==> src/verilog/dsctl_pkg.sv <==
// Operation
// - forward symbol carries 35 bits: pixels, syncs, control, gpio, audio
// - pixel clock 25-96 MHz single lane, 50-170 MHz dual lane
// - back frames carry control, crc, four gpio and four second-link gpio bits at 5 or 20 Mbps
// - port select bits 1:0 steer accesses to duplicated register sets
// - common registers reachable regardless of port select
// - duplicated read returns selected copy; both set returns port 1
// - duplicated write updates every selected port copy
// - power down low tri-states lock, link check, data, gpio, csi
// - before lock, lock output low or tri-state per output enable
// - on lock drive lock high unless enable set with select low or input static; enable, select set and input active give valid outputs
// - enable clear: select low drives low and hs zero, high tri-states
// - enable set, static or select low: lock, data low, csi hs zero
// - active-low remote interrupt forwarded over link when enabled
// - gpio nibble 0x5 makes forward-channel output from serializer state
// - gpio nibble 0x3 makes back-channel input sent to serializer
// - gpio config registers reach primary or second-link gpio by select
// - second-link gpio works only in dual-lane mode
// - legacy serializer sets 18-bit mode; deserializer adopts it from link
package dsctl_pkg;

  // ***************
  // register map (index, byte address is four times it)
  // ***************
  localparam logic [7:0] OUT_CFG_IDX   = 8'h02;
  localparam logic [7:0] GPIO0_CFG_IDX = 8'h1d;
  localparam logic [7:0] GPIO21_CFG_IDX = 8'h1e;
  localparam logic [7:0] GPIO3_CFG_IDX = 8'h1f;
  localparam logic [7:0] PORT_SEL_IDX  = 8'h34;
  localparam logic [7:0] CTRL_IDX      = 8'h35;
  localparam logic [7:0] STATUS_IDX    = 8'h36;

  // ***************
  // fields and reset values
  // ***************
  localparam int OUT_EN_BIT    = 7;
  localparam int SLEEP_SEL_BIT = 4;
  localparam int IRQ_FWD_BIT   = 0;
  localparam logic [7:0] OUT_CFG_RST  = 8'h90;
  localparam logic [7:0] PORT_SEL_RST = 8'h01;
  localparam logic [7:0] CTRL_RST     = 8'h00;
  localparam logic [3:0] GPIO_CFG_RST = 4'h0;
  localparam logic [3:0] GPIO_FWD_OUT = 4'h5;
  localparam logic [3:0] GPIO_BC_IN   = 4'h3;
  localparam logic [3:0] GPIO_LOC_LO  = 4'h1;
  localparam logic [3:0] GPIO_LOC_HI  = 4'h9;

  // ***************
  // pixel clock limits in MHz
  // ***************
  localparam logic [7:0] PIX_MIN_1L = 8'd25;
  localparam logic [7:0] PIX_MAX_1L = 8'd96;
  localparam logic [7:0] PIX_MIN_2L = 8'd50;
  localparam logic [7:0] PIX_MAX_2L = 8'd170;

  // ***************
  // back channel timing
  // ***************
  localparam int PCLK_MHZ    = 20;
  localparam int BC_SLOW_MBPS = 5;
  localparam int BC_FAST_MBPS = 20;
  localparam logic [1:0] BC_SLOW_DIV =
    2'(PCLK_MHZ / BC_SLOW_MBPS - 1);
  localparam logic [1:0] BC_FAST_DIV =
    2'(PCLK_MHZ / BC_FAST_MBPS - 1);
  localparam int BC_BITS = 21;

  typedef enum logic [1:0] {CSI_OFF, CSI_HS_ZERO, CSI_VALID} dsctl_csi_t;
  typedef enum {ST_POWER_DOWN, ST_ACQUIRE, ST_LOCKED} dsctl_state_t;

  typedef struct packed {
    logic [16:0] pixel_sync;
    logic [7:0]  ctrl;
    logic [3:0]  gpio;
    logic [3:0]  dgpio;
    logic        mode18;
    logic        audio;
  } dsctl_fwd_t;

  typedef struct packed {
    logic [7:0] ctrl;
    logic [3:0] gpio;
    logic [3:0] dgpio;
    logic       irq_n;
    logic [3:0] crc;
  } dsctl_bc_t;

endpackage

==> src/verilog/dsctl_top.sv <==
`timescale 1ns/1ps
module dsctl_top (
  // apb
  input  wire logic        pclk,
  input  wire logic        presetn,
  input  wire logic        psel,
  input  wire logic        penable,
  input  wire logic        pwrite,
  input  wire logic [9:0]  paddr,
  input  wire logic [31:0] pwdata,
  output logic      [31:0] prdata,
  output logic             pready,
  output logic             pslverr,
  // link status and forward channel
  input  wire logic        power_down_n,
  input  wire logic        clock_recovery_loop,
  input  wire logic        input_active,
  input  wire logic        dual_lane,
  input  wire logic [7:0]  pix_freq_mhz,
  input  wire logic        link_check_ok,
  input  wire logic        fwd_valid,
  input  wire dsctl_pkg::dsctl_fwd_t fwd_symbol,
  // back channel
  input  wire logic        strap_select_1,
  input  wire logic [7:0]  bc_ctrl_in,
  output logic             bc_data,
  output logic             bc_start,
  output logic             bc_bit_en,
  // status outputs
  output logic             lock_out,
  output logic             lock_oe,
  output logic             pass_out,
  output logic             pass_oe,
  output logic             data_en,
  output logic             data_oe,
  output dsctl_pkg::dsctl_csi_t csi_state,
  output logic             mode18,
  // gpio pins
  input  wire logic        remote_irq_in_n,
  input  wire logic [3:0]  gpio_in,
  output logic      [3:0]  gpio_out,
  output logic      [3:0]  gpio_oe,
  input  wire logic [3:0]  dgpio_in,
  output logic      [3:0]  dgpio_out,
  output logic      [3:0]  dgpio_oe
);

  // ***************
  // registers
  // ***************
  logic [7:0] out_cfg_reg;
  logic [7:0] port_sel_reg;
  logic [7:0] ctrl_reg;
  logic [3:0] gcfg_reg [2][4];
  logic [7:0] idx;
  logic       wr_acc;
  logic       rd_setup;
  logic       mapped;
  logic       locked;
  logic       rate_ok;
  logic [3:0] fwd_gpio_reg;
  logic [3:0] fwd_dgpio_reg;
  logic [3:0] gpio_s1, gpio_s2, dgpio_s1, dgpio_s2;
  logic       irq_s1, irq_s2;
  dsctl_pkg::dsctl_state_t state_reg;
  dsctl_pkg::dsctl_bc_t    bc_next;
  logic [dsctl_pkg::BC_BITS-1:0] bc_shift_reg;
  logic [4:0] bc_cnt_reg;
  logic [1:0] div_reg;
  logic [1:0] div_max;
  logic       oe_bit, sel_bit;

  assign idx    = paddr[9:2];
  assign wr_acc = psel && penable && pwrite && pready;
  assign rd_setup = psel && !penable;
  assign oe_bit  = out_cfg_reg[dsctl_pkg::OUT_EN_BIT];
  assign sel_bit = out_cfg_reg[dsctl_pkg::SLEEP_SEL_BIT];

  always_comb begin
    case (idx)
      dsctl_pkg::OUT_CFG_IDX, dsctl_pkg::GPIO0_CFG_IDX,
      dsctl_pkg::GPIO21_CFG_IDX, dsctl_pkg::GPIO3_CFG_IDX,
      dsctl_pkg::PORT_SEL_IDX, dsctl_pkg::CTRL_IDX,
      dsctl_pkg::STATUS_IDX: mapped = (paddr[1:0] == 2'h0);
      default:               mapped = 1'b0;
    endcase
  end

  // common registers, independent of port select
  always_ff @(posedge pclk or negedge presetn) begin
    if (!presetn) begin
      out_cfg_reg  <= dsctl_pkg::OUT_CFG_RST;
      port_sel_reg <= dsctl_pkg::PORT_SEL_RST;
      ctrl_reg     <= dsctl_pkg::CTRL_RST;
    end else if (wr_acc) begin
      case (idx)
        dsctl_pkg::OUT_CFG_IDX:  out_cfg_reg  <= pwdata[7:0];
        dsctl_pkg::PORT_SEL_IDX: port_sel_reg <= pwdata[7:0];
        dsctl_pkg::CTRL_IDX:     ctrl_reg     <= pwdata[7:0];
        default: ;
      endcase
    end
  end

  // duplicated gpio config, one copy per port
  for (genvar p = 0; p < 2; p++) begin : g_port
    for (genvar g = 0; g < 4; g++) begin : g_nib
      localparam logic [7:0] NIDX = (g == 0) ? dsctl_pkg::GPIO0_CFG_IDX :
                                    (g == 3) ? dsctl_pkg::GPIO3_CFG_IDX :
                                    dsctl_pkg::GPIO21_CFG_IDX;
      localparam int LSB = (g == 2) ? 4 : 0;
      always_ff @(posedge pclk or negedge presetn) begin
        if (!presetn) begin
          gcfg_reg[p][g] <= dsctl_pkg::GPIO_CFG_RST;
        end else if (wr_acc && idx == NIDX && port_sel_reg[p]) begin
          gcfg_reg[p][g] <= pwdata[LSB +: 4];
        end
      end
    end
  end

  // apb answer, zero wait states
  always_ff @(posedge pclk or negedge presetn) begin
    if (!presetn) begin
      prdata  <= 32'h0000_0000;
      pready  <= 1'b0;
      pslverr <= 1'b0;
    end else begin
      pready <= 1'b1;
      if (rd_setup) begin
        pslverr <= !mapped;
        prdata  <= 32'h0000_0000;
        if (mapped) begin
          case (idx)
            dsctl_pkg::OUT_CFG_IDX:  prdata[7:0] <= out_cfg_reg;
            dsctl_pkg::PORT_SEL_IDX: prdata[7:0] <= port_sel_reg;
            dsctl_pkg::CTRL_IDX:     prdata[7:0] <= ctrl_reg;
            dsctl_pkg::GPIO0_CFG_IDX:
              prdata[3:0] <= gcfg_reg[port_sel_reg[1]][0];
            dsctl_pkg::GPIO21_CFG_IDX:
              prdata[7:0] <= {gcfg_reg[port_sel_reg[1]][2],
                              gcfg_reg[port_sel_reg[1]][1]};
            dsctl_pkg::GPIO3_CFG_IDX:
              prdata[3:0] <= gcfg_reg[port_sel_reg[1]][3];
            dsctl_pkg::STATUS_IDX:
              prdata[7:0] <= {irq_s2, mode18, rate_ok, locked,
                              port_sel_reg[1] ? dgpio_s2 : gpio_s2};
            default: ;
          endcase
        end
      end
    end
  end

  // ***************
  // lock and output state
  // ***************
  always_comb begin
    if (dual_lane) begin
      rate_ok = pix_freq_mhz >= dsctl_pkg::PIX_MIN_2L &&
                pix_freq_mhz <= dsctl_pkg::PIX_MAX_2L;
    end else begin
      rate_ok = pix_freq_mhz >= dsctl_pkg::PIX_MIN_1L &&
                pix_freq_mhz <= dsctl_pkg::PIX_MAX_1L;
    end
  end

  always_ff @(posedge pclk or negedge presetn) begin
    if (!presetn) begin
      state_reg <= dsctl_pkg::ST_POWER_DOWN;
    end else if (!power_down_n) begin
      state_reg <= dsctl_pkg::ST_POWER_DOWN;
    end else begin
      case (state_reg)
        dsctl_pkg::ST_POWER_DOWN: state_reg <= dsctl_pkg::ST_ACQUIRE;
        dsctl_pkg::ST_ACQUIRE:
          if (clock_recovery_loop && rate_ok)
            state_reg <= dsctl_pkg::ST_LOCKED;
        dsctl_pkg::ST_LOCKED:
          if (!clock_recovery_loop || !rate_ok)
            state_reg <= dsctl_pkg::ST_ACQUIRE;
        default: state_reg <= dsctl_pkg::ST_POWER_DOWN;
      endcase
    end
  end

  assign locked = (state_reg == dsctl_pkg::ST_LOCKED);

  always_ff @(posedge pclk or negedge presetn) begin
    if (!presetn) begin
      lock_out <= 1'b0; lock_oe <= 1'b0;
      pass_out <= 1'b0; pass_oe <= 1'b0;
      data_en  <= 1'b0; data_oe <= 1'b0;
      csi_state <= dsctl_pkg::CSI_OFF;
    end else if (state_reg == dsctl_pkg::ST_POWER_DOWN) begin
      lock_oe <= 1'b0; pass_oe <= 1'b0;
      data_oe <= 1'b0; data_en <= 1'b0;
      lock_out <= 1'b0;
      csi_state <= dsctl_pkg::CSI_OFF;
    end else if (!oe_bit) begin
      lock_out <= locked;
      lock_oe  <= locked;
      pass_out <= 1'b0;
      data_en  <= 1'b0;
      pass_oe  <= !sel_bit;
      data_oe  <= !sel_bit;
      csi_state <= sel_bit ? dsctl_pkg::CSI_OFF : dsctl_pkg::CSI_HS_ZERO;
    end else begin
      lock_oe <= 1'b1; pass_oe <= 1'b1; data_oe <= 1'b1;
      if (locked && input_active && sel_bit) begin
        lock_out <= 1'b1;
        pass_out <= link_check_ok;
        data_en  <= 1'b1;
        csi_state <= dsctl_pkg::CSI_VALID;
      end else begin
        lock_out <= 1'b0;
        data_en  <= 1'b0;
        csi_state <= dsctl_pkg::CSI_HS_ZERO;
        if (!(sel_bit && !(locked && input_active)))
          pass_out <= 1'b0;
      end
    end
  end

  // ***************
  // forward channel gpio and mode
  // ***************
  always_ff @(posedge pclk or negedge presetn) begin
    if (!presetn) begin
      fwd_gpio_reg  <= 4'h0;
      fwd_dgpio_reg <= 4'h0;
      mode18        <= 1'b0;
    end else if (fwd_valid && locked) begin
      fwd_gpio_reg  <= fwd_symbol.gpio;
      fwd_dgpio_reg <= fwd_symbol.dgpio;
      mode18        <= fwd_symbol.mode18;
    end
  end

  always_ff @(posedge pclk or negedge presetn) begin
    if (!presetn) begin
      gpio_s1 <= 4'h0; gpio_s2 <= 4'h0;
      dgpio_s1 <= 4'h0; dgpio_s2 <= 4'h0;
      irq_s1 <= 1'b1; irq_s2 <= 1'b1;
    end else begin
      gpio_s1 <= gpio_in;
      gpio_s2 <= gpio_s1;
      dgpio_s1 <= dgpio_in;
      dgpio_s2 <= dgpio_s1;
      irq_s1 <= remote_irq_in_n;
      irq_s2 <= irq_s1;
    end
  end

  for (genvar g = 0; g < 4; g++) begin : g_pin
    always_ff @(posedge pclk or negedge presetn) begin
      if (!presetn) begin
        gpio_out[g] <= 1'b0; gpio_oe[g] <= 1'b0;
        dgpio_out[g] <= 1'b0; dgpio_oe[g] <= 1'b0;
      end else if (state_reg == dsctl_pkg::ST_POWER_DOWN) begin
        gpio_oe[g] <= 1'b0;
        dgpio_oe[g] <= 1'b0;
      end else begin
        case (gcfg_reg[0][g])
          dsctl_pkg::GPIO_FWD_OUT: begin
            gpio_out[g] <= fwd_gpio_reg[g];
            gpio_oe[g]  <= 1'b1;
          end
          dsctl_pkg::GPIO_LOC_LO: begin
            gpio_out[g] <= 1'b0; gpio_oe[g] <= 1'b1;
          end
          dsctl_pkg::GPIO_LOC_HI: begin
            gpio_out[g] <= 1'b1; gpio_oe[g] <= 1'b1;
          end
          default: gpio_oe[g] <= 1'b0;
        endcase
        if (dual_lane && gcfg_reg[1][g] == dsctl_pkg::GPIO_FWD_OUT) begin
          dgpio_out[g] <= fwd_dgpio_reg[g];
          dgpio_oe[g]  <= 1'b1;
        end else begin
          dgpio_oe[g] <= 1'b0;
        end
      end
    end
  end

  // ***************
  // back channel frames
  // ***************
  function automatic logic [3:0] crc_fold(input logic [16:0] d);
    logic [3:0] c;
    c = 4'h0;
    for (int k = 0; k < 17; k++) begin
      c[k % 4] = c[k % 4] ^ d[k];
    end
    return c;
  endfunction

  always_comb begin
    bc_next.ctrl = bc_ctrl_in;
    for (int g = 0; g < 4; g++) begin
      bc_next.gpio[g] = gcfg_reg[0][g] == dsctl_pkg::GPIO_BC_IN &&
                        gpio_s2[g];
      bc_next.dgpio[g] = dual_lane &&
                         gcfg_reg[1][g] == dsctl_pkg::GPIO_BC_IN &&
                         dgpio_s2[g];
    end
    bc_next.irq_n = !ctrl_reg[dsctl_pkg::IRQ_FWD_BIT] || irq_s2;
    bc_next.crc = crc_fold({bc_next.ctrl, bc_next.gpio, bc_next.dgpio,
                            bc_next.irq_n});
  end

  assign div_max = strap_select_1 ? dsctl_pkg::BC_FAST_DIV
                                  : dsctl_pkg::BC_SLOW_DIV;

  always_ff @(posedge pclk or negedge presetn) begin
    if (!presetn) begin
      div_reg   <= 2'h0;
      bc_bit_en <= 1'b0;
    end else if (!locked || div_reg >= div_max) begin
      div_reg   <= 2'h0;
      bc_bit_en <= locked;
    end else begin
      div_reg   <= div_reg + 2'h1;
      bc_bit_en <= 1'b0;
    end
  end

  always_ff @(posedge pclk or negedge presetn) begin
    if (!presetn) begin
      bc_shift_reg <= '0;
      bc_cnt_reg   <= 5'h0;
      bc_data      <= 1'b0;
      bc_start     <= 1'b0;
    end else if (!locked) begin
      bc_cnt_reg <= 5'h0;
      bc_data    <= 1'b0;
      bc_start   <= 1'b0;
    end else if (bc_bit_en) begin
      if (bc_cnt_reg == 5'h0) begin
        bc_shift_reg <= bc_next;
        bc_data      <= bc_next[dsctl_pkg::BC_BITS-1];
        bc_start     <= 1'b1;
      end else begin
        bc_data  <= bc_shift_reg[dsctl_pkg::BC_BITS-1 -
                                 int'(bc_cnt_reg)];
        bc_start <= 1'b0;
      end
      bc_cnt_reg <= (bc_cnt_reg == 5'(dsctl_pkg::BC_BITS - 1)) ? 5'h0
                    : bc_cnt_reg + 5'h1;
    end else begin
      bc_start <= 1'b0;
    end
  end
endmodule  // dsctl_top

==> config.mk <==
export PLATFORM = sky130hd
export DESIGN_NAME = dsctl_top
export DESIGN_NICKNAME = d
export VERILOG_FILES = /design/src/verilog/dsctl_pkg.sv /design/src/verilog/dsctl_top.sv
export SDC_FILE = /design/constraint.sdc
export NUM_CORES = 1
export LEC_CHECK = 0
export BUFFER_PORTS_ARGS = -buffer_cell sky130_fd_sc_hd__clkbuf_2
export CAP_MARGIN = 20
export CORE_ASPECT_RATIO = 1.1
export CORE_UTILIZATION = 45
export CTS_BUF_LIST = sky130_fd_sc_hd__clkbuf_16
export CTS_CLUSTER_SIZE = 10
export DETAILED_ROUTE_END_ITERATION = 8
export PLACE_DENSITY = 0.69
export SETUP_SLACK_MARGIN = 0.05
export SLEW_MARGIN = 20
export SYNTH_ARGS = -nofsm -noshare
export SYNTH_HDL_FRONTEND = slang
export SYNTH_SLANG_ARGS = --single-unit
==> constraint.sdc <==
create_clock -name pclk -period 3.25 [get_ports pclk]
set_clock_uncertainty 0.2 [all_clocks]
set_input_delay 0.325 -clock pclk [delete_from_list [all_inputs] [get_ports pclk]]
set_output_delay 0.325 -clock pclk [all_outputs]
set_load 0.03 [all_outputs]
# [After elaboration in Yosys (flattened, before gate mapping)]
# Cells that the tools add are included.
[op_classes] eq_ne=39 n_lt_le_gt_ge=7 bitwise=15 n_addsub=3 reduce_logical=74 mux=64
[op_table] cell="32-bit 2-to-1 mux" count=3
[op_table] cell="32-bit case mux with 3 select lines" count=1
[op_table] cell="32-bit zero test" count=2
[op_table] cell="16-bit 2-to-1 mux" count=3
[op_table] cell="1-bit 2-to-1 mux" count=40
[op_table] cell="1-bit logical AND" count=36
[op_table] cell="32-bit by 1-bit == test with 1-bit output, second input constant" count=1
[op_table] cell="32-bit by 2-bit == test with 1-bit output, second input constant" count=1
[op_table] cell="32-bit by 3-bit == test with 1-bit output, second input constant" count=1
[op_table] cell="4-bit by 2-bit == test with 1-bit output, second input constant" count=8
[op_table] cell="4-bit by 3-bit == test with 1-bit output, second input constant" count=8
[op_table] cell="4-bit case mux with 7 select lines" count=1
[op_table] cell="2-bit AND reduction" count=13
[op_table] cell="8-bit by 5-bit == test with 1-bit output, second input constant" count=3
[op_table] cell="8-bit by 6-bit == test with 1-bit output, second input constant" count=3
[op_table] cell="4-bit case mux with 5 select lines" count=1
[op_table] cell="4-bit by 1-bit == test with 1-bit output, second input constant" count=4
[op_table] cell="4-bit == test, second input constant" count=4
[op_table] cell="5-bit 2-to-1 mux" count=3
[op_table] cell="1-bit bitwise XOR" count=13
[op_table] cell="1-bit case mux with 3 select lines" count=4
[op_table] cell="3-bit nonzero test" count=4
[op_table] cell="3-bit OR reduction" count=4
[op_table] cell="2-bit 2-to-1 mux" count=5
[op_table] cell="other kinds (25)" count=36
[word_totals] inputBits=114 regBits=179

# [Logic depth before layout (Yosys ltp)]
# Gate-level depths: netlist of run 1.
[logic_depth] ltp_word=8 mapped_depth=9

# [Worst setup path before layout of run 1]
# OpenSTA, ideal clock, no wires.
[synth_path] path_type="register to register" from="register bc_cnt_reg[0]" to="register bc_shift_reg[13] (netlist bit)" path_stages_with_launch=9 n_path_buf=3 period_less_slack_ns=2.413 setup_slack_ns=0.837 arrival_ns=2.087 cell_sequence="dfrtp_1 > buf_2 > inv_1 > ha_1 > or4b_4 > or2_1 > buf_6 > buf_12 > mux2_4"
[synth_between] elab_chain_cells=2
[synth_lines] element="from (decl)" line_no="dsctl_top.sv:68" text="logic [4:0] bc_cnt_reg;"
[synth_lines] element="from (signal assigned)" line_no="dsctl_top.sv:349" text="bc_cnt_reg <= (bc_cnt_reg == 5'(dsctl_pkg::BC_BITS - 1)) ? 5'h0"
[synth_lines] element="5-bit zero test" line_no="dsctl_top.sv:340" text="if (bc_cnt_reg == 5'h0) begin"
[synth_lines] element="3-bit AND reduction (no source line)"
[synth_lines] element="to (signal assigned)" line_no="dsctl_top.sv:341" text="bc_shift_reg <= bc_next;"
[synth_lines] element="to (decl)" line_no="dsctl_top.sv:67" text="logic [dsctl_pkg::BC_BITS-1:0] bc_shift_reg;"
# Every way passes these cells.
# A chain may end at the register's enable or synchronous reset.

# [Worst setup path after layout of run 1]
[layout_path] from="register bc_cnt_reg[1]" to="register bc_shift_reg[14] (netlist bit)"
# The elaborated chain is that of the path after synthesis.

==> impl_metrics.yaml, run 1 <==
timing:
  fin_tns_setup_ns: 0
  hold_viol_final: 0
  fin_crit_ns: 2.48
  slew_headroom_pct: 37.8
  finalMaxSlewViolations: 0
  max_freq_mhz: 404
  hold_ws_ns: 0.0244
  min_period_over_period_pct: 76.2
  setup_viol: 0
  rsz0062_at_grt: "no"
  worstMarginPinSlew_ns: 0.922
placed_design:
  placed_cells: 849
  dp_hpwl_um: 11500
  place_area_mm2: 0.00758
  place.gp.congestion: 0.895
  port_buffers: 101
critical_path:
  path_cells: "inv_1, ha_1, or4b_4, or2_1, buf_12, mux2_4"
  critPathCaptureType: "flop"
  crit_fanout: 19
  critPathKind: "reg -> reg"
  crit_arrival_ns: 2.58
  critical-path-max-stage-delay_ns: 0.48
  cpMaxStageDelayCell: "or4b_4"
  worstPathRequired_ns: 3.36
  start_kind: "flop"
min_path:
  hp-class: "in -> reg"
die:
  core_area_mm2: 0.0151
  initial_core_util_pct: 46.1
  pin_count: 176
  die_w_um: 121
  die_area_mm2: 0.0160
  fp-row-count: 47
  die_h_um: 133
clocking:
  cts_tree: "done"
  clock_latency_ns: 0.42
  cts_made_buffers: 17
  cts_sinks: 148
  cts-root-buf: "clkbuf_16"
  h-tree-depth: 4
  clkTransAtPathRegs_ns: 0.06
  cts.path.max_buffers: 2
drt:
  avgRoutedWirePerCell_um: 17.5
  drtIter0Drc: 414
  firstDrtPassIters: 5
  remaining_drc_errors: 0
  drt-total-wl_um: 16000
  detail-route-antenna-nets: 0
  vias: 4936
  via_per_inst: 5.39
pwr:
  vdd_ir_drop_max_mv: 0.397
  pwr_density_cell_mw_per_mm2: 490
  switching_power_mw: 1.00
  pwr-share-comb_pct: 8.2
  p_seq_share_pct: 46.6
  leakage_nw: 4.10
  power.internal_mw: 3.16
  swShare_pct: 24.1
  pwr-share-clk_pct: 45.1
final_layout:
  fin_cells: 915
  multi_input_area_mm2: 0.00295
  final_cell_area_mm2: 0.00849
  finalNetCount: 824
  ff_latch_area_mm2: 0.00371
  antenna_cells: 0
  fill_cells: 1282
  syn_to_final_growth_pct: 21.7
  drive_gt1_share_pct: 34.2
  largest_reg_flops: 32
grt:
  grt_first_pass_wirelength_um: 26400
  grt_pass1_vias: 5104
  grt-ovfl-total: 0
  antenna_found_initial: 0
  grt_max_degree: 77
  grt_usage_pct: 21.7
logic_synthesis:
  synth_top_area_share_pct: 51.3
  ys_ff_latch: 148
  syn_inst: 569
  synth.area.top_cells: "dfrtp_1 (51%), mux2_2 (12%), buf_4 (2.9%), mux2i_1 (2.6%), mux2_4 (2.4%)"
  ys.flop_type: "dfrtp_1"
  synth_edf_count: 0
  yosysSeqAreaShare_pct: 53.2
  syn_avg_cell_area_um2: 12.3
  synth_area_leader_cell: "dfrtp_1"
  netlist-cell-type-count: 62
  synthArstFlopShare_pct: 100
  netlist_area_mm2: 0.00697
  yosysWarningCount: 0
run:
  maxCapViolations: 0
outcome:
  status: "finished, final reports clean"
critical path, delay by kind of cell (launching register included):
family	cells	cell delay, ns
fa+ha+maj	1	0.18
buf+inv	2	0.33
flops	1	0.41
mux	1	0.30
simple gates	2	0.93
kinds of logic after synthesis:
logic type	after synthesis	share of synthesized area, %
buf+inv	65	5.71
mux	111	19.3
flops	148	53.2
fa+ha+maj	4	0.718
compound gates	85	8.32
simple gates	135	10.2
xor+xnor	19	2.39
other cells	2	0.108
worst paths after layout:
| kind | end | depth (start not counted) | from | slack, ns |
|---|---|---|---|---|
| max | bc_shift_reg[14] | 6 | bc_cnt_reg[1] | 0.77 |
| min | gcfg_reg[6] | 2 | pwdata[6] | 0.02 |
| max reg2reg | bc_shift_reg[14] | 6 | bc_cnt_reg[1] | 0.77 |
| min reg2reg | gpio_s2[1] | 0 | gpio_s1[1] | 0.15 |
| max in group asynchronous | port_sel_reg[0] | 3 | presetn | 1.77 |
| min in group asynchronous | bc_shift_reg[16] | 2 | presetn | 0.28 |
cell usage in the layout, fill, tap and decap left out, drive strengths merged, types with 12 or more instances in the layout:
master / count
o21ai: 26
dfrtp: 143
conb: 25
nor2: 25
buf: 12
clkbuf: 117
inv: 16
dlygate4sd3: 34
nand2: 43
mux2: 86
mux2i: 18
layout make-up:
type                    instances  area share [%]
inverters                      14           0.619
flip-flops and latches        148            43.7
multi-input cells             379            34.8
clock buffers                  17            5.01
well taps                     196            2.89
repair buffers                146            11.3
clock inverters                15            1.69
synth_stat cells, drive strengths merged, types with 4 or more instances:
cell type,number
nand2,43
xnor2,10
nor3,6
ha,4
mux4,7
inv,14
o21ai,26
buf,44
mux2,86
nand3b,5
a211oi,6
nor4,6
a21oi,11
nand4,8
or2,4
nand3,8
dfstp,5
nor2b,4
nand2b,11
mux2i,18
o22ai,7
clkbuf,7
xor2,9
nor2,25
dfrtp,143
nor4b,4
power by group through the flow:
stage               combinational [mW]  clock, mW  sequential [mW]
detailed placement               0.312          0             1.97
finish                           0.342       1.88             1.94
global placement                 0.302          0             1.97
floorplan                        0.181          0             1.98
CTS                              0.346       1.91             1.94
global route                     0.374       2.00             1.95
repair_timing:
action	CTS	global route
setup buffers	0	0
endpoints found under the hold margin	107	0
hold buffers	34	0
gates resized for setup	0	0
per-stage QoR:
step                util [%]  worst slack [ns]  power, mW
floorplan                  -             0.837       2.16
global placement        50.2             0.705       2.27
detailed placement      50.2             0.666       2.28
CTS                     56.2             0.768       4.20
global route            56.2             0.657       4.32
finish                  56.2             0.773       4.16
metal layers:
| metal | up-vias | wire length (um) | global-route usage [%] |
|---|---|---|---|
| met5 | - | 0 | 0 |
| li1 | 2295 | - | - |
| met2 | 148 | 8280 | 36.1 |
| met4 | 0 | 429 | 8.98 |
| met3 | 34 | 701 | 5.86 |
| met1 | 2459 | 6640 | 26.5 |
Power figures use the tool's default switching activity.
==> inputs of run 2 (changes only) <==
==> constraint.sdc (replaced) <==
create_clock -name pclk -period 2.29 [get_ports pclk]
set_clock_uncertainty 0.2 [all_clocks]
set_input_delay 0.229 -clock pclk [delete_from_list [all_inputs] [get_ports pclk]]
set_output_delay 0.229 -clock pclk [all_outputs]
set_load 0.03 [all_outputs]
==> run 2 against run 1 <==
  * Via count rose by 1.4%
  * Fmax rose by 14%
  * Core utilization is 2.0 points higher
  * Cell area up 3.5%
  * Combinational power rose by 48%
  * Clock-buffer cell count stayed put
  * Sequential share of layout area down 1.5 points
  * Highest routed layer unchanged
==> impl_metrics.yaml, run 2 (synthesis gave the netlist of run 1 again) <==
drt:
  detail-route-antenna-nets: 0
  drtIter0Drc: 247
  avgRoutedWirePerCell_um: 17.3
  vias: 5007
  remaining_drc_errors: 0
  firstDrtPassIters: 4
  via_per_inst: 5.30
  drt-total-wl_um: 16400
timing:
  setup_viol: 0
  slew_headroom_pct: 61.8
  fin_tns_setup_ns: 0
  worstMarginPinSlew_ns: 0.566
  rsz0062_at_grt: "yes"
  hold_viol_final: 0
  fin_crit_ns: 2.17
  min_period_over_period_pct: 94.5
  finalMaxSlewViolations: 0
  max_freq_mhz: 462
critical_path:
  reg2reg_to: "dgpio_out[1]"
  ff2ff_path_depth: 5
  worstReg2RegStart: "state_reg[0]"
  critPathCaptureType: "flop"
  worstSetupStartpoint: "state_reg[0]"
  crit_fanout: 9
  critPathKind: "reg -> reg"
  cpMaxStageDelayCell: "dfrtp_1"
  worstPathRequired_ns: 2.40
  crit_arrival_ns: 2.28
  r2r_slack_ns: 0.12
  critical-path-max-stage-delay_ns: 0.50
  path_cells: "or2_2, nand2_1, nor4b_1, buf_4, mux2_2"
  endpoint: "dgpio_out[1]"
  start_kind: "flop"
grt:
  antenna_found_initial: 0
  grt-ovfl-total: 0
  grt_max_degree: 46
  grt_pass1_vias: 5321
  grt_first_pass_wirelength_um: 27500
  grt_usage_pct: 22.5
final_layout:
  finalNetCount: 853
  drive_gt1_share_pct: 36.4
  antenna_cells: 0
  layout_common_cells: "dfrtp_1 (143), clkbuf_2 (100), mux2_2 (75)"
  final_common_cell: "dfrtp_1"
  largest_reg_flops: 32
  final_cell_area_mm2: 0.00879
  syn_to_final_growth_pct: 26.0
clocking:
  cts_made_buffers: 17
  clock_latency_ns: 0.43
  cts.path.max_buffers: 2
  h-tree-depth: 4
  cts_setup_buffers: 0
  cts-root-buf: "clkbuf_16"
  cts_sinks: 148
  cts_tree: "done"
  clkTransAtPathRegs_ns: 0.06
die:
  die_h_um: 133
  core_area_mm2: 0.0151
  die_area_mm2: 0.0160
  initial_core_util_pct: 46.1
  fp-row-count: 47
  pin_count: 176
  die_w_um: 121
placed_design:
  port_buffers: 101
  dp_hpwl_um: 11900
  place_area_mm2: 0.00780
  place.gp.congestion: 0.884
pwr:
  switching_power_mw: 1.42
  p_seq_share_pct: 45.6
  p_total_mw: 6.03
  pwr-share-comb_pct: 8.4
  pwr_density_cell_mw_per_mm2: 687
  power.internal_mw: 4.61
  leakage_nw: 4.27
  swShare_pct: 23.6
  vdd_ir_drop_max_mv: 0.464
  pwr-share-clk_pct: 46.0
run:
  maxCapViolations: 0
min_path:
  hp-class: "in -> reg"
  worstHoldStart: "paddr[1]"
outcome:
  status: "finished, final reports clean"
## run 2: cell count changes in the layout (fill, tap and decap cells not counted), sizes merged
cell,previous run,this run
clkinvlp,3,1
dlygate4sd3,34,39
clkinv,8,7
buf,12,36
inv,16,18
bufinv,2,3
## run 2: worst min path at each step
stage	cells past startpoint	slack (ns)	to
2_1_floorplan	0	-0.27	bc_bit_en
3_3_place_gp	1	-0.01	bc_data
3_5_place_dp	1	-0.006	bc_data
4_1_cts	4	0.002	pslverr
5_1_grt	2	0.02	gcfg_reg[28]
6_report	4	0.01	pslverr
## run 2: layer usage
| metal | GRT usage, % | part of all wire (%) |
|---|---|---|
| met3 | 4.27 | 3.6 |
| met5 | 0 | 0 |
| met4 | 7.34 | 1.3 |
| met1 | 28.9 | 43 |
| met2 | 38.3 | 52 |
## run 2: cell type report
class	instances	area [um^2]
clock inverters	15	165
fillers	1255	6330
multi-input cells	379	2970
repair buffers	175	1210
clock buffers	17	425
inverters	14	52.6
well taps	196	245
flip-flops and latches	148	3710
## run 2: critical path, delay by kind of cell, from the launching register on
| family | cells | cell delay, ns |
|---|---|---|
| buffers and inverters | 1 | 0.20 |
| DFF | 1 | 0.50 |
| muxes | 1 | 0.32 |
| and+or+nand+nor | 3 | 0.84 |
## run 2: per-stage QoR
stage	cells	setup slack [ns]	hold slack, ns	utilization, %
after global routing	944	0.0297	0.0208	58.1
final	944	0.125	0.00952	58.1
after floorplan	592	-0.0126	-0.267	-
after global placement	873	0.0503	-0.0131	51.6
after detailed placement	873	0.00559	-0.00638	51.6
after CTS	944	0.0943	0.00234	58.1
## run 2: timing repair
| item | CTS | global route |
|---|---|---|
| resized for setup | 1 | 1 |
| gates cloned | 0 | 0 |
| setup endpoints to repair | 1 | 6 |
| pin swaps | 0 | 0 |
| endpoints found under the hold margin | 197 | 0 |
| hold buffers | 39 | 0 |
## run 2: power by group through the flow
stage / Sequential, mW / Combinational [mW] / Clock [mW]
CTS: 2.75 / 0.511 / 2.83
detailed placement: 2.80 / 0.457 / 0
global route: 2.76 / 0.555 / 2.94
finish: 2.75 / 0.507 / 2.77
floorplan: 2.81 / 0.257 / 0
global placement: 2.79 / 0.445 / 0
==> inputs of run 3 (changes only) <==
--- a/config.mk
+++ b/config.mk
@@ -8,11 +8,10 @@
 export BUFFER_PORTS_ARGS = -buffer_cell sky130_fd_sc_hd__clkbuf_2
 export CAP_MARGIN = 20
 export CORE_ASPECT_RATIO = 1.1
-export CORE_UTILIZATION = 45
+export CORE_UTILIZATION = 33
 export CTS_BUF_LIST = sky130_fd_sc_hd__clkbuf_16
 export CTS_CLUSTER_SIZE = 10
 export DETAILED_ROUTE_END_ITERATION = 8
-export PLACE_DENSITY = 0.69
 export SETUP_SLACK_MARGIN = 0.05
 export SLEW_MARGIN = 20
 export SYNTH_ARGS = -nofsm -noshare
==> constraint.sdc (replaced) <==
create_clock -name pclk -period 2.29 [get_ports pclk]
set_clock_uncertainty 0.2 [all_clocks]
set_input_delay 0.458 -clock pclk [delete_from_list [all_inputs] [get_ports pclk]]
set_output_delay 0.458 -clock pclk [all_outputs]
set_load 0.03 [all_outputs]
==> run 3 against run 2 <==
  * Global-route usage is 6.2 points lower
  * Non-clock buffer count down 17
  * Fmax about the same
  * Cell count increased by 4.6%
  * Clock power fell by 4%
  * Setup slack got worse by 0.0015 ns
  * Sequential share of layout area up 0.78 points
  * Critical endpoint is now bc_shift_reg[14]
  * Largest cell class unchanged
  * Largest power group is now registers
==> impl_metrics.yaml, run 3 (synthesis gave the netlist of run 1 again) <==
outcome:
  status: "finished, final reports clean"
drt:
  via_per_inst: 4.91
  vias: 4842
  remaining_drc_errors: 0
  drt-total-wl_um: 16500
  avgRoutedWirePerCell_um: 16.7
  drtIter0Drc: 235
  detail-route-antenna-nets: 0
  firstDrtPassIters: 4
placed_design:
  place.gp.congestion: 0.850
  pre_cts_ws_ns: -0.0356
  port_buffers: 101
  placed_cells: 945
  dp_hpwl_um: 12200
die:
  die_h_um: 154
  initial_core_util_pct: 33.8
  die_w_um: 141
  die_area_mm2: 0.0217
  fp-row-count: 55
  pin_count: 176
  core_area_mm2: 0.0206
final_layout:
  final_util_pct: 41.8
  layout_common_cells: "dfrtp_1 (143), clkbuf_2 (100), mux2_2 (75)"
  antenna_cells: 0
  largest_reg_flops: 32
  final_common_cell: "dfrtp_1"
  finalNetCount: 836
  drive_gt1_share_pct: 39.0
  syn_to_final_growth_pct: 23.7
  fin_cells: 987
critical_path:
  start_kind: "flop"
  worstPathRequired_ns: 2.40
  crit_fanout: 31
  critPathKind: "reg -> reg"
  crit_arrival_ns: 2.27
  ff2ff_path_depth: 6
  critPathCaptureType: "flop"
timing:
  min_period_over_period_pct: 94.6
  finalMaxSlewViolations: 0
  fin_crit_ns: 2.17
  hold_ws_ns: 0.0601
  setup_ws_ns: 0.123
  hold_viol_final: 0
  slew_headroom_pct: 62.0
  setup_viol: 0
  worstMarginPinSlew_ns: 0.562
  rsz0062_at_grt: "no"
  max_freq_mhz: 462
clocking:
  h-tree-depth: 4
  cts_setup_buffers: 0
  cts_made_buffers: 17
  clock_latency_ns: 0.42
  cts.path.max_buffers: 2
  cts_sinks: 148
  cts_tree: "done"
  clkTransAtPathRegs_ns: 0.06
  cts-root-buf: "clkbuf_16"
pwr:
  vdd_ir_drop_max_mv: 0.479
  leakage_nw: 4.19
  pwr_density_cell_mw_per_mm2: 684
grt:
  grt_usage_pct: 16.3
  antenna_found_initial: 0
  grt-ovfl-total: 0
  grt_max_degree: 54
  grt_pass1_vias: 5002
  grt_first_pass_wirelength_um: 26800
min_path:
  hp-class: "in -> reg"
  worstHoldPathCells: 2
run:
  maxCapViolations: 0
run 3: metal layers:
| metal | share of wire, % | global-route usage (%) | wire length, um |
|---|---|---|---|
| met5 | 0 | 0 | 0 |
| met4 | 1.7 | 5.75 | 278 |
| met3 | 3.6 | 3.75 | 592 |
| met2 | 49 | 26.5 | 8090 |
| met1 | 46 | 21.4 | 7500 |
run 3: worst paths after layout:
| check | from | end | slack (ns) |
|---|---|---|---|
| min | link_check_ok | pass_out | 0.06 |
| min in group asynchronous | presetn | prdata[1] | 0.36 |
| min reg2reg | dgpio_s1[2] | dgpio_s2[2] | 0.15 |
| max in group asynchronous | presetn | bc_cnt_reg[2] | 0.87 |
| max | bc_cnt_reg[1] | bc_shift_reg[14] | 0.12 |
| max reg2reg | bc_cnt_reg[1] | bc_shift_reg[14] | 0.12 |
run 3: area by class of cell:
| class | count | area [um^2] |
|---|---|---|
| clock buffer | 17 | 425 |
| clock inverter | 15 | 143 |
| fill | 1988 | 12000 |
| inverter | 14 | 52.6 |
| multi-input combinational | 379 | 2970 |
| sequential | 148 | 3710 |
| tap | 256 | 320 |
| timing repair buffer | 158 | 1000 |
run 3: critical path, cell delays in order (launching register included):
cell and delay (ns):
dfrtp_1 0.37, inv_1 0.10, ha_4 0.16, or4b_4 0.47, or2_4 0.26, buf_12 0.17
mux2_4 0.31
run 3: where the power goes:
group	internal, mW	switching (mW)	leakage [nW]	total (mW)
clock network	1.59	1.08	0.277	2.67
registers	2.70	0.0458	1.94	2.75
logic	0.187	0.297	1.98	0.484
total	4.48	1.43	4.19	5.90
run 3: through the flow:
stage | instance area (um^2) | setup TNS, ns | power (mW)
floorplan | 7080 | -0.126 | 3.07
global placement | 7950 | -0.0226 | 3.27
detailed placement | 7950 | -0.0460 | 3.27
CTS | 8620 | 0 | 5.99
global route | 8630 | 0 | 6.15
finish | 8630 | 0 | 5.90
run 3: repair_timing:
action	in CTS	in global routing
hold buffers	10	0
endpoints found under the setup margin	0	3
hold endpoints to repair	56	0
resized for setup	0	2
